### src/dci_map.svh
// Register offsets, field positions and reset values of the completion interrupt block
`ifndef DCI_MAP_SVH
`define DCI_MAP_SVH
`define DCI_NCH         8
`define DCI_TXCP_BASE   8'h00
`define DCI_RXCP_BASE   8'h20
`define DCI_TXRAW       8'h40
`define DCI_RXRAW       8'h44
`define DCI_TXMSK_SET   8'h48
`define DCI_TXMSK_CLR   8'h4c
`define DCI_RXMSK_SET   8'h50
`define DCI_RXMSK_CLR   8'h54
`define DCI_TXMASKED    8'h58
`define DCI_RXMASKED    8'h5c
`define DCI_CTRL        8'h60
`define DCI_EVT_STAT    8'h64
`define DCI_EVT_MASK    8'h68
`define DCI_CTRL_GEN    0
`define DCI_EVT_QEND    0
`define DCI_EVT_ALIGN   1
`define DCI_EVT_W       2
`define DCI_CP_RST      32'h00000000
`define DCI_MSK_RST     8'h00
`define DCI_EVT_RST     2'h0
`define DCI_FLAGS_OFS   32'h0000000c
`define DCI_ALIGN_MASK  32'h00000003
`endif

### src/dci_pkg.sv
// Types shared by the completion interrupt block
package dci_pkg;
  typedef logic [31:0] dci_addr_t;
  typedef logic [31:0] dci_data_t;
  typedef logic [7:0]  dci_paddr_t;
endpackage

### src/dci_cp_if.sv
// Completion pointer bank connection
interface dci_cp_if #(parameter int NCH = 8) ();
  localparam int CW = $clog2(NCH);
  logic              sw_wr;
  logic [CW-1:0]     sw_chan;
  dci_pkg::dci_addr_t sw_data;
  logic              hw_done;
  logic [CW-1:0]     hw_chan;
  dci_pkg::dci_addr_t hw_addr;
  logic [CW-1:0]     rd_chan;
  dci_pkg::dci_addr_t rd_ptr;
  logic [NCH-1:0]    raw;
  modport bank (input sw_wr, sw_chan, sw_data, hw_done, hw_chan, hw_addr, rd_chan,
                output rd_ptr, raw);
  modport ctrl (output sw_wr, sw_chan, sw_data, hw_done, hw_chan, hw_addr, rd_chan,
                input rd_ptr, raw);
endinterface

### src/dci_cp_bank.sv
// Per-channel device and software completion pointers of one direction
`include "dci_map.svh"
module dci_cp_bank #(
  parameter int NCH = 8
) (
  // Clock and reset
  input wire logic pclk,
  input wire logic presetn,
  // Pointer port
  dci_cp_if.bank   cp
);
  import dci_pkg::*;
  localparam int CW = $clog2(NCH);
  dci_addr_t hw_ptr_ff [NCH];
  dci_addr_t sw_ptr_ff [NCH];

  for (genvar i = 0; i < NCH; i++) begin : g_ch
    always_ff @(posedge pclk or negedge presetn) begin
      if (!presetn) begin
        hw_ptr_ff[i] <= `DCI_CP_RST;
      end else if (cp.hw_done && cp.hw_chan == CW'(i)) begin
        hw_ptr_ff[i] <= cp.hw_addr;
      end
    end
    always_ff @(posedge pclk or negedge presetn) begin
      if (!presetn) begin
        sw_ptr_ff[i] <= `DCI_CP_RST;
      end else if (cp.sw_wr && cp.sw_chan == CW'(i)) begin
        sw_ptr_ff[i] <= cp.sw_data;
      end
    end
    assign cp.raw[i] = hw_ptr_ff[i] != sw_ptr_ff[i];
  end

  assign cp.rd_ptr = hw_ptr_ff[cp.rd_chan];

  a_ack_clears: assert property (@(posedge pclk) disable iff (!presetn)
    cp.sw_wr && !cp.hw_done && cp.sw_data == hw_ptr_ff[cp.sw_chan]
    |=> !cp.raw[$past(cp.sw_chan)])
    else $error("acknowledge did not clear channel interrupt");
  a_done_records: assert property (@(posedge pclk) disable iff (!presetn)
    cp.hw_done |=> hw_ptr_ff[$past(cp.hw_chan)] == $past(cp.hw_addr))
    else $error("completed descriptor address not recorded");
endmodule

### src/dci_desc_check.sv
// Descriptor alignment check and end-of-queue marking
`include "dci_map.svh"
module dci_desc_check (
  // Clock and reset
  input  wire logic         pclk,
  input  wire logic         presetn,
  // Completion from the DMA
  input  wire logic         done_valid,
  input  dci_pkg::dci_addr_t done_addr,
  input  dci_pkg::dci_addr_t done_next,
  input  wire logic         done_eop,
  // End-of-queue flag write
  output logic              qend_wr_valid,
  output dci_pkg::dci_addr_t qend_wr_addr,
  // Events
  output logic              align_evt
);
  import dci_pkg::*;
  logic      misalign;
  logic      mark_qend;
  logic      qend_ff;
  logic      align_ff;
  dci_addr_t qend_addr_ff;

  assign misalign = done_valid && (((done_addr & `DCI_ALIGN_MASK) != '0) ||
                    ((done_next & `DCI_ALIGN_MASK) != '0));
  assign mark_qend = done_valid && done_eop && done_next == '0 && !misalign;

  always_ff @(posedge pclk or negedge presetn) begin
    if (!presetn) begin
      qend_ff  <= 1'b0;
      align_ff <= 1'b0;
    end else begin
      qend_ff  <= mark_qend;
      align_ff <= misalign;
    end
  end
  always_ff @(posedge pclk or negedge presetn) begin
    if (!presetn) begin
      qend_addr_ff <= `DCI_CP_RST;
    end else if (mark_qend) begin
      qend_addr_ff <= done_addr + `DCI_FLAGS_OFS;
    end
  end
  assign qend_wr_valid = qend_ff;
  assign qend_wr_addr  = qend_addr_ff;
  assign align_evt     = align_ff;

  a_qend_strobe: assert property (@(posedge pclk) disable iff (!presetn)
    done_valid && done_eop && done_next == '0 && (done_addr & `DCI_ALIGN_MASK) == '0
    |=> qend_wr_valid && qend_wr_addr == $past(done_addr) + `DCI_FLAGS_OFS)
    else $error("end-of-queue flag not written");
  a_align_flag: assert property (@(posedge pclk) disable iff (!presetn)
    done_valid && (done_addr & `DCI_ALIGN_MASK) != '0 |=> align_evt && !qend_wr_valid)
    else $error("misaligned descriptor not flagged");
endmodule

### src/dci_top.sv
// Descriptor completion interrupt controller with APB registers
// Function
// Eight transmit and eight receive completion pointers, each also the acknowledge.
// Reading a completion pointer returns the last descriptor the device finished.
// Writes record software's pointer; interrupt stays up while the two differ.
// Software acknowledges by writing back the exact pointer the device holds.
// A channel reaches the output only when set in its mask register.
// Combined MAC and management interrupt leaves only while global enable is set.
// Raw status registers show every channel's state regardless of masking.
// Descriptors are four aligned 32-bit words, one packet or fragment each.
// First word links the next descriptor; zero ends the list.
// Last descriptor with zero next link gets its end-of-queue flag set.
// Each completed descriptor updates that channel's device pointer.
//
// Decided for this implementation: the APB slave port and the register addresses.
`include "dci_map.svh"
module dci_top #(
  parameter int NCH = `DCI_NCH
) (
  // Clock and reset
  input  wire logic          pclk,
  input  wire logic          presetn,
  // APB slave
  input  wire logic          psel,
  input  wire logic          penable,
  input  wire logic          pwrite,
  input  dci_pkg::dci_paddr_t paddr,
  input  dci_pkg::dci_data_t pwdata,
  output dci_pkg::dci_data_t prdata,
  output logic               pready,
  output logic               pslverr,
  // Descriptor completion from the DMA
  input  wire logic          done_valid,
  input  wire logic          done_is_rx,
  input  wire logic [2:0]    done_chan,
  input  dci_pkg::dci_addr_t done_addr,
  input  dci_pkg::dci_addr_t done_next,
  input  wire logic          done_eop,
  // End-of-queue flag write to memory
  output logic               qend_wr_valid,
  output dci_pkg::dci_addr_t qend_wr_addr,
  // Management unit interrupt
  input  wire logic          mgmt_irq,
  // Processor interrupt
  output logic               irq
);
  import dci_pkg::*;
  localparam int CW = $clog2(NCH);

  dci_cp_if #(.NCH(NCH)) tx_cp ();
  dci_cp_if #(.NCH(NCH)) rx_cp ();

  logic                  setup;
  logic                  acc;
  logic                  wr_acc;
  logic                  a_ok;
  logic                  in_txcp;
  logic                  in_rxcp;
  logic                  align_evt;
  logic [NCH-1:0]        tx_mask_ff;
  logic [NCH-1:0]        rx_mask_ff;
  logic [NCH-1:0]        tx_masked;
  logic [NCH-1:0]        rx_masked;
  logic                  gen_ff;
  logic [`DCI_EVT_W-1:0] evt_stat_ff;
  logic [`DCI_EVT_W-1:0] evt_mask_ff;
  logic [`DCI_EVT_W-1:0] evt_set;
  logic [`DCI_EVT_W-1:0] evt_clr;
  logic                  irq_ff;
  logic                  nxt_irq;
  dci_data_t             prdata_ff;
  dci_data_t             nxt_rdata;
  logic                  slverr_ff;
  logic                  nxt_err;

  // Bus phases
  assign setup   = psel && !penable;
  assign acc     = psel && penable;
  assign wr_acc  = acc && pwrite;
  assign a_ok    = paddr[1:0] == 2'h0;
  assign in_txcp = a_ok && paddr[7:5] == 3'(`DCI_TXCP_BASE >> 5);
  assign in_rxcp = a_ok && paddr[7:5] == 3'(`DCI_RXCP_BASE >> 5);
  assign pready  = 1'b1;
  assign pslverr = slverr_ff && acc;
  assign prdata  = prdata_ff;

  // Transmit pointer bank connection
  assign tx_cp.sw_wr   = wr_acc && in_txcp;
  assign tx_cp.sw_chan = paddr[CW+1:2];
  assign tx_cp.sw_data = pwdata;
  assign tx_cp.hw_done = done_valid && !done_is_rx;
  assign tx_cp.hw_chan = done_chan[CW-1:0];
  assign tx_cp.hw_addr = done_addr;
  assign tx_cp.rd_chan = paddr[CW+1:2];

  // Receive pointer bank connection
  assign rx_cp.sw_wr   = wr_acc && in_rxcp;
  assign rx_cp.sw_chan = paddr[CW+1:2];
  assign rx_cp.sw_data = pwdata;
  assign rx_cp.hw_done = done_valid && done_is_rx;
  assign rx_cp.hw_chan = done_chan[CW-1:0];
  assign rx_cp.hw_addr = done_addr;
  assign rx_cp.rd_chan = paddr[CW+1:2];

  dci_cp_bank #(.NCH(NCH)) u_tx_bank (
    .pclk    (pclk),
    .presetn (presetn),
    .cp      (tx_cp)
  );

  dci_cp_bank #(.NCH(NCH)) u_rx_bank (
    .pclk    (pclk),
    .presetn (presetn),
    .cp      (rx_cp)
  );

  dci_desc_check u_check (
    .pclk          (pclk),
    .presetn       (presetn),
    .done_valid    (done_valid),
    .done_addr     (done_addr),
    .done_next     (done_next),
    .done_eop      (done_eop),
    .qend_wr_valid (qend_wr_valid),
    .qend_wr_addr  (qend_wr_addr),
    .align_evt     (align_evt)
  );

  // Channel gating
  assign tx_masked = tx_cp.raw & tx_mask_ff;
  assign rx_masked = rx_cp.raw & rx_mask_ff;

  // Transmit mask, set and clear by writing ones
  always_ff @(posedge pclk or negedge presetn) begin
    if (!presetn) begin
      tx_mask_ff <= NCH'(`DCI_MSK_RST);
    end else if (wr_acc && paddr == `DCI_TXMSK_SET) begin
      tx_mask_ff <= tx_mask_ff | pwdata[NCH-1:0];
    end else if (wr_acc && paddr == `DCI_TXMSK_CLR) begin
      tx_mask_ff <= tx_mask_ff & ~pwdata[NCH-1:0];
    end
  end

  a_txmsk_set: assert property (@(posedge pclk) disable iff (!presetn)
    wr_acc && paddr == `DCI_TXMSK_SET
    |=> (tx_mask_ff & $past(pwdata[NCH-1:0])) == $past(pwdata[NCH-1:0]))
    else $error("transmit mask bits not set");
  a_txmsk_clr: assert property (@(posedge pclk) disable iff (!presetn)
    wr_acc && paddr == `DCI_TXMSK_CLR |=> (tx_mask_ff & $past(pwdata[NCH-1:0])) == '0)
    else $error("transmit mask bits not cleared");
  a_txmsk_hold: assert property (@(posedge pclk) disable iff (!presetn)
    !(wr_acc && (paddr == `DCI_TXMSK_SET || paddr == `DCI_TXMSK_CLR))
    |=> tx_mask_ff == $past(tx_mask_ff))
    else $error("transmit mask changed without a write");

  // Receive mask, set and clear by writing ones
  always_ff @(posedge pclk or negedge presetn) begin
    if (!presetn) begin
      rx_mask_ff <= NCH'(`DCI_MSK_RST);
    end else if (wr_acc && paddr == `DCI_RXMSK_SET) begin
      rx_mask_ff <= rx_mask_ff | pwdata[NCH-1:0];
    end else if (wr_acc && paddr == `DCI_RXMSK_CLR) begin
      rx_mask_ff <= rx_mask_ff & ~pwdata[NCH-1:0];
    end
  end

  a_rxmsk_set: assert property (@(posedge pclk) disable iff (!presetn)
    wr_acc && paddr == `DCI_RXMSK_SET
    |=> (rx_mask_ff & $past(pwdata[NCH-1:0])) == $past(pwdata[NCH-1:0]))
    else $error("receive mask bits not set");
  a_rxmsk_clr: assert property (@(posedge pclk) disable iff (!presetn)
    wr_acc && paddr == `DCI_RXMSK_CLR |=> (rx_mask_ff & $past(pwdata[NCH-1:0])) == '0)
    else $error("receive mask bits not cleared");
  a_rxmsk_hold: assert property (@(posedge pclk) disable iff (!presetn)
    !(wr_acc && (paddr == `DCI_RXMSK_SET || paddr == `DCI_RXMSK_CLR))
    |=> rx_mask_ff == $past(rx_mask_ff))
    else $error("receive mask changed without a write");

  // Global enable
  always_ff @(posedge pclk or negedge presetn) begin
    if (!presetn) begin
      gen_ff <= 1'b0;
    end else if (wr_acc && paddr == `DCI_CTRL) begin
      gen_ff <= pwdata[`DCI_CTRL_GEN];
    end
  end

  a_gen_write: assert property (@(posedge pclk) disable iff (!presetn)
    wr_acc && paddr == `DCI_CTRL |=> gen_ff == $past(pwdata[`DCI_CTRL_GEN]))
    else $error("global enable write not taken");
  a_gen_hold: assert property (@(posedge pclk) disable iff (!presetn)
    !(wr_acc && paddr == `DCI_CTRL) |=> gen_ff == $past(gen_ff))
    else $error("global enable changed without a write");

  // Sticky events, a new event beats a clear
  assign evt_set[`DCI_EVT_QEND]  = qend_wr_valid;
  assign evt_set[`DCI_EVT_ALIGN] = align_evt;
  assign evt_clr = (wr_acc && paddr == `DCI_EVT_STAT) ? pwdata[`DCI_EVT_W-1:0] : '0;

  always_ff @(posedge pclk or negedge presetn) begin
    if (!presetn) begin
      evt_stat_ff <= `DCI_EVT_RST;
    end else begin
      evt_stat_ff <= (evt_stat_ff & ~evt_clr) | evt_set;
    end
  end

  always_ff @(posedge pclk or negedge presetn) begin
    if (!presetn) begin
      evt_mask_ff <= `DCI_EVT_RST;
    end else if (wr_acc && paddr == `DCI_EVT_MASK) begin
      evt_mask_ff <= pwdata[`DCI_EVT_W-1:0];
    end
  end

  a_evt_sticky: assert property (@(posedge pclk) disable iff (!presetn)
    evt_clr == '0 |=> (evt_stat_ff & $past(evt_stat_ff)) == $past(evt_stat_ff))
    else $error("event status bit dropped without a clear");
  a_evt_clear: assert property (@(posedge pclk) disable iff (!presetn)
    evt_set == '0 |=> (evt_stat_ff & $past(evt_clr)) == '0)
    else $error("event status bit not cleared");
  a_align_sticky: assert property (@(posedge pclk) disable iff (!presetn)
    align_evt |=> evt_stat_ff[`DCI_EVT_ALIGN])
    else $error("misaligned descriptor event not recorded");
  a_qend_sticky: assert property (@(posedge pclk) disable iff (!presetn)
    qend_wr_valid |=> evt_stat_ff[`DCI_EVT_QEND])
    else $error("end-of-queue event not recorded");
  a_evt_mask_write: assert property (@(posedge pclk) disable iff (!presetn)
    wr_acc && paddr == `DCI_EVT_MASK |=> evt_mask_ff == $past(pwdata[`DCI_EVT_W-1:0]))
    else $error("event mask write not taken");

  // Combined interrupt
  assign nxt_irq = gen_ff && ((|tx_masked) || (|rx_masked) ||
                   (|(evt_stat_ff & evt_mask_ff)) || mgmt_irq);

  always_ff @(posedge pclk or negedge presetn) begin
    if (!presetn) begin
      irq_ff <= 1'b0;
    end else begin
      irq_ff <= nxt_irq;
    end
  end
  assign irq = irq_ff;

  a_rx_gate: assert property (@(posedge pclk) disable iff (!presetn)
    gen_ff && (rx_cp.raw & rx_mask_ff) != '0 |=> irq)
    else $error("enabled receive channel interrupt not forwarded");
  a_mgmt_pass: assert property (@(posedge pclk) disable iff (!presetn)
    gen_ff && mgmt_irq |=> irq)
    else $error("management interrupt not forwarded");
  a_evt_pass: assert property (@(posedge pclk) disable iff (!presetn)
    gen_ff && (evt_stat_ff & evt_mask_ff) != '0 |=> irq)
    else $error("enabled event not forwarded");
  a_irq_cause: assert property (@(posedge pclk) disable iff (!presetn)
    !gen_ff || (tx_masked == '0 && rx_masked == '0 && (evt_stat_ff & evt_mask_ff) == '0
    && !mgmt_irq) |=> !irq)
    else $error("interrupt raised without an enabled cause");

  // Read data and error decode
  always_comb begin
    nxt_rdata = '0;
    nxt_err   = 1'b0;
    if (in_txcp) begin
      nxt_rdata = tx_cp.rd_ptr;
    end else if (in_rxcp) begin
      nxt_rdata = rx_cp.rd_ptr;
    end else begin
      unique case (paddr)
        `DCI_TXRAW:     nxt_rdata = 32'(tx_cp.raw);
        `DCI_RXRAW:     nxt_rdata = 32'(rx_cp.raw);
        `DCI_TXMSK_SET: nxt_rdata = 32'(tx_mask_ff);
        `DCI_TXMSK_CLR: nxt_rdata = 32'(tx_mask_ff);
        `DCI_RXMSK_SET: nxt_rdata = 32'(rx_mask_ff);
        `DCI_RXMSK_CLR: nxt_rdata = 32'(rx_mask_ff);
        `DCI_TXMASKED:  nxt_rdata = 32'(tx_masked);
        `DCI_RXMASKED:  nxt_rdata = 32'(rx_masked);
        `DCI_CTRL:      nxt_rdata = 32'(gen_ff);
        `DCI_EVT_STAT:  nxt_rdata = 32'(evt_stat_ff);
        `DCI_EVT_MASK:  nxt_rdata = 32'(evt_mask_ff);
        default:        nxt_err   = 1'b1;
      endcase
    end
  end

  // Read data captured in the setup cycle
  always_ff @(posedge pclk or negedge presetn) begin
    if (!presetn) begin
      prdata_ff <= '0;
      slverr_ff <= 1'b0;
    end else if (setup) begin
      prdata_ff <= pwrite ? '0 : nxt_rdata;
      slverr_ff <= nxt_err;
    end
  end

  // Checks
  a_cp_read: assert property (@(posedge pclk) disable iff (!presetn)
    setup && !pwrite && in_txcp |=> prdata == $past(tx_cp.rd_ptr))
    else $error("completion pointer read returned wrong value");
  a_raw_read: assert property (@(posedge pclk) disable iff (!presetn)
    setup && !pwrite && paddr == `DCI_RXRAW |=> prdata == 32'($past(rx_cp.raw)))
    else $error("raw status read differs from channel state");
  a_mask_gate: assert property (@(posedge pclk) disable iff (!presetn)
    gen_ff && (tx_cp.raw & tx_mask_ff) != '0 |=> irq)
    else $error("enabled channel interrupt not forwarded");
  a_masked_quiet: assert property (@(posedge pclk) disable iff (!presetn)
    tx_mask_ff == '0 && rx_mask_ff == '0 && evt_mask_ff == '0 && !mgmt_irq |=> !irq)
    else $error("interrupt raised with every source masked");
  a_global_gate: assert property (@(posedge pclk) disable iff (!presetn)
    !gen_ff |=> !irq)
    else $error("interrupt raised while globally disabled");
  a_evt_set_wins: assert property (@(posedge pclk) disable iff (!presetn)
    qend_wr_valid && evt_clr[`DCI_EVT_QEND] |=> evt_stat_ff[`DCI_EVT_QEND])
    else $error("end-of-queue event lost to clear");
  a_cp_ack_cycle: assert property (@(posedge pclk) disable iff (!presetn)
    wr_acc && in_rxcp && !done_valid && pwdata != rx_cp.rd_ptr
    && paddr[CW+1:2] == rx_cp.rd_chan |=> rx_cp.raw[$past(paddr[CW+1:2])])
    else $error("pointer mismatch did not raise channel interrupt");
  a_unmapped_err: assert property (@(posedge pclk) disable iff (!presetn)
    setup && !a_ok ##1 acc |-> pslverr)
    else $error("unaligned access not answered with error");
  a_mapped_ok: assert property (@(posedge pclk) disable iff (!presetn)
    setup && (in_txcp || in_rxcp) ##1 acc |-> !pslverr)
    else $error("completion pointer access answered with error");
  a_bad_read_zero: assert property (@(posedge pclk) disable iff (!presetn)
    setup && !pwrite && !a_ok |=> prdata == '0)
    else $error("unaligned read returned nonzero data");
  a_write_rdata: assert property (@(posedge pclk) disable iff (!presetn)
    setup && pwrite |=> prdata == '0)
    else $error("write returned nonzero read data");
  a_rxcp_read: assert property (@(posedge pclk) disable iff (!presetn)
    setup && !pwrite && in_rxcp |=> prdata == $past(rx_cp.rd_ptr))
    else $error("receive pointer read returned wrong value");
  a_txraw_read: assert property (@(posedge pclk) disable iff (!presetn)
    setup && !pwrite && paddr == `DCI_TXRAW |=> prdata == 32'($past(tx_cp.raw)))
    else $error("transmit raw status read differs from channel state");
  a_txmasked_read: assert property (@(posedge pclk) disable iff (!presetn)
    setup && !pwrite && paddr == `DCI_TXMASKED |=> prdata == 32'($past(tx_masked)))
    else $error("transmit masked status read wrong");
  a_rxmasked_read: assert property (@(posedge pclk) disable iff (!presetn)
    setup && !pwrite && paddr == `DCI_RXMASKED |=> prdata == 32'($past(rx_masked)))
    else $error("receive masked status read wrong");
  a_txcp_mismatch: assert property (@(posedge pclk) disable iff (!presetn)
    wr_acc && in_txcp && !done_valid && pwdata != tx_cp.rd_ptr
    |=> tx_cp.raw[$past(paddr[CW+1:2])])
    else $error("transmit pointer mismatch did not raise interrupt");
endmodule

### config.mk
export PLATFORM = sky130hd
export DESIGN_NAME = dci_top
export DESIGN_NICKNAME = d
export VERILOG_FILES = /design/src/dci_pkg.sv /design/src/dci_cp_if.sv /design/src/dci_cp_bank.sv /design/src/dci_desc_check.sv /design/src/dci_top.sv
export VERILOG_INCLUDE_DIRS = /design/src
export SDC_FILE = /design/constraint.sdc
export NUM_CORES = 2
export LEC_CHECK = 0
export ABC_AREA = 0
export CAP_MARGIN = 20
export CORE_MARGIN = 1
export CORE_UTILIZATION = 45
export DETAILED_ROUTE_END_ITERATION = 10
export DONT_BUFFER_PORTS = 1
export SLEW_MARGIN = 10
export SYNTH_ARGS = -nofsm -noshare
export SYNTH_HDL_FRONTEND = slang
export SYNTH_SLANG_ARGS = --single-unit
### constraint.sdc
create_clock -name pclk -period 3.5 [get_ports pclk]
set_input_delay 0.7 -clock pclk [delete_from_list [all_inputs] [get_ports pclk]]
set_output_delay 0.7 -clock pclk [all_outputs]
set_load 0.005 [all_outputs]
==> metrics.csv <==
metric;value;unit
status;complete, but fails checks;
violations;negative hold slack;
clkTransAtPathRegs;60;ps
synth_edf_count;0;
relSlewSlack;26.3;%
fin_nets;3720;
antenna_found_initial;16;
port_buffers;0;
critPathSlowestCell;dfrtp_1;
wl;173000;µm
clock-sinks;1113;
synth.most_common_cell;dfrtp_1;
core.rowCount;124;
detail-route-antenna-nets;0;
dp_hpwl;118000;µm
yosysSeqAreaShare;53.7;%
core;114000;µm²
fin_hold_ws;-7.03;ps
synth_top_cells_by_area;dfrtp_1 (54%), mux2_2 (20%), mux4_2 (6.6%);
layout-drive-gt1-share;37.2;%
cp.arrival;3640;ps
drt_iter0_drc;2879;
synth-main-ff-cell;dfrtp_1;
setup_tns;0;ps
finalCritPeriodShare;87.1;%
htreeDepth;3;
track_usage;29.7;%
total_power;34.5;mW
cp-start-kind;register;
first_pass_iters;7;
rrSetupSlack;450;ps
cpLargestDelayFamily;simple AND/OR/NAND/NOR gates;
cts_buffers;117;
syn-num-nets;3795;
hold_violations;1;
p_per_area;598;nW/µm²
peakVddDrop;0.461;mV
gp_congestion;0.896;
fmax;328;MHz
setup_viol;0;
power_leakage;26.0;nW
switching_share;28.2;%
wl_per_cell;33.1;µm
max_cap_violations;0;
clockRootBuffer;clkbuf_16;
fillers;9905;
pwr-share-clk;37.6;%
cp-end-kind;register;
die-area;117000;µm²
initial_utilization;45.4;%
netlist_area;51900;µm²
synth.top_cell.area_share;53.7;%
worstRegToRegCells;7;
chipHeight;342;µm
skew;23.5;ps
yosysTopAreaCell;dfrtp_1;
grt_pass1_wl;244000;µm
cp_num_cells;7;
avgSynthCellArea;14.1;µm²
num_vias;31496;
synth_cell_type_count;59;
ys_ff_latch;1113;
p_sw;9.73;mW
cpPeakStageDelay;500;ps
syn_inst;3678;
critical_path_required;4090;ps
yosys_warnings;0;
crit_chain;xnor2_1, nand4_1, nor4_1, nand2_1, a221oi_1, o221ai_1, a32o_1;
internal-power;24.8;mW
io_pins;184;
critPathKind;register to register;
worst_pin_slew;1110;ps
async_flop_share;100;%
synthTopCellsByCount;dfrtp_1 (1,113), mux2_2 (925), xnor2_1 (293);
viasPerCell;6.03;
fin_crit;3050;ps
cts_tree;done;
grt_pass1_vias;31632;
min_path_type;input pin to async pin;
path_max_fanout;3;
grt_start_max_net_pins;1114;
slew_viol_final;0;
clock_latency;710;ps
cp_num_buf_inv;0;
area_delta_synth_final;11.2;%
seqPwrFrac;46.1;%
p_comb_share;16.3;%
fp.dieW;342;µm
rsz0062_at_grt;no;
overflow;0;
drc;0;
clockBufferDepth;3;
[placed cells by master (no fill, tap or decap), drive strengths merged, types with 10 or more instances in the layout]
master / netlist / routed
mux4: 152 / 152
clkinv: 0 / 25
nand3: 18 / 18
nor3: 10 / 10
o21ai: 42 / 42
a21oi: 46 / 46
xor2: 247 / 247
buf: 94 / 62
inv: 21 / 27
clkbuf: 164 / 178
nand4: 91 / 91
a32o: 32 / 32
nor4: 84 / 84
nand2: 100 / 100
mux2: 1005 / 1005
dfrtp: 1113 / 1113
xnor2: 293 / 293
nor2: 66 / 66
[power groups by stage]
stage / sequential [mW] / clock (mW) / combinational (mW)
2_1_floorplan: 15.6 / 0 / 3.64
3_3_place_gp: 16.0 / 0 / 5.28
3_5_place_dp: 16.1 / 0 / 5.33
4_1_cts: 15.9 / 13.2 / 5.37
5_1_grt: 16.1 / 13.7 / 5.86
6_report: 15.9 / 13.0 / 5.62
[worst paths after layout]
path / start / to
setup / recovery: u_tx_bank.hw_ptr_ff[35]$_DFFE_PN0P_ / prdata[6]$_DFFE_PN0P_
hold / removal: presetn / u_tx_bank.sw_ptr_ff[101]$_DFFE_PN0P_
setup reg to reg: u_tx_bank.hw_ptr_ff[35]$_DFFE_PN0P_ / prdata[6]$_DFFE_PN0P_
hold reg to reg: u_check.align_evt$_DFF_PN0_ / evt_stat_ff[1]$_DFF_PN0_
max in group asynchronous: presetn / u_rx_bank.sw_ptr_ff[173]$_DFFE_PN0P_
min in group pclk: done_addr[28] / u_rx_bank.hw_ptr_ff[92]$_DFFE_PN0P_
[through the flow]
stage	cells	setup slack (ps)	cell area (µm²)	util [%]
2_1_floorplan	3678	978	51900	-
3_3_place_gp	4987	443	53500	46.8
3_5_place_dp	4987	539	53500	46.8
4_1_cts	5206	515	57500	50.3
5_1_grt	5215	413	57700	50.5
6_report	5223	452	57700	50.5
[metal layers]
metal / track usage, % / up-vias / share of wire, %
met4: 9.85 / 0 / 3.7
li1: - / 13112 / -
met1: 40.2 / 17090 / 42
met3: 5.78 / 217 / 6.7
met2: 47.9 / 1077 / 48
met5: 0 / - / 0
[worst register-to-register path, stage by stage (launching register included)]
cell and delay, ps:
dfrtp_1 500, xnor2_1 420, nand4_1 180, nor4_1 500, nand2_1 430, a221oi_1 390, o221ai_1 230, a32o_1 300
[layout make-up]
cell class,count,area (µm²),area share (%)
antenna,8,20.0,0.0347
clock buffer,177,3560,6.16
clock inverter,42,463,0.802
inverter,21,78.8,0.137
multi-input combinational,2286,23100,40.0
sequential,1113,27900,48.2
tap,1512,1890,3.28
timing repair buffer,64,803,1.39
[state kept, by name, indices dropped and copies added, names as in the netlist, named ones only]
signal and cells:
u_check.align_evt 1, evt_mask_ff 2, u_tx_bank.hw_ptr_ff 256, u_tx_bank.sw_ptr_ff 256
u_check.qend_wr_addr 32, irq 1, evt_stat_ff 2, u_rx_bank.hw_ptr_ff 256
gen_ff 1, u_rx_bank.sw_ptr_ff 256, slverr_ff 1, u_check.qend_wr_valid 1
prdata 32
[cell families (layout without fill, tap and decap cells)]
kind of cell	count (synthesis)	in the layout	synth area share, %
other	1	9	0.00722
AND/OR/NAND/NOR	416	416	4.33
flip-flops	1113	1113	53.7
AO/OA/AOI/OAI	166	166	2.17
XOR/XNOR	540	540	9.11
adder cells (fa/ha/maj)	1	1	0.0241
multiplexers	1162	1162	28.5
buffers and inverters	279	304	2.22
[timing repair]
item                        CTS  global route
resized for setup             0             0
hold endpoints to repair   1113            54
setup endpoints to repair     0           116
setup buffers                 0             0
Power figures use the tool's default switching activity.
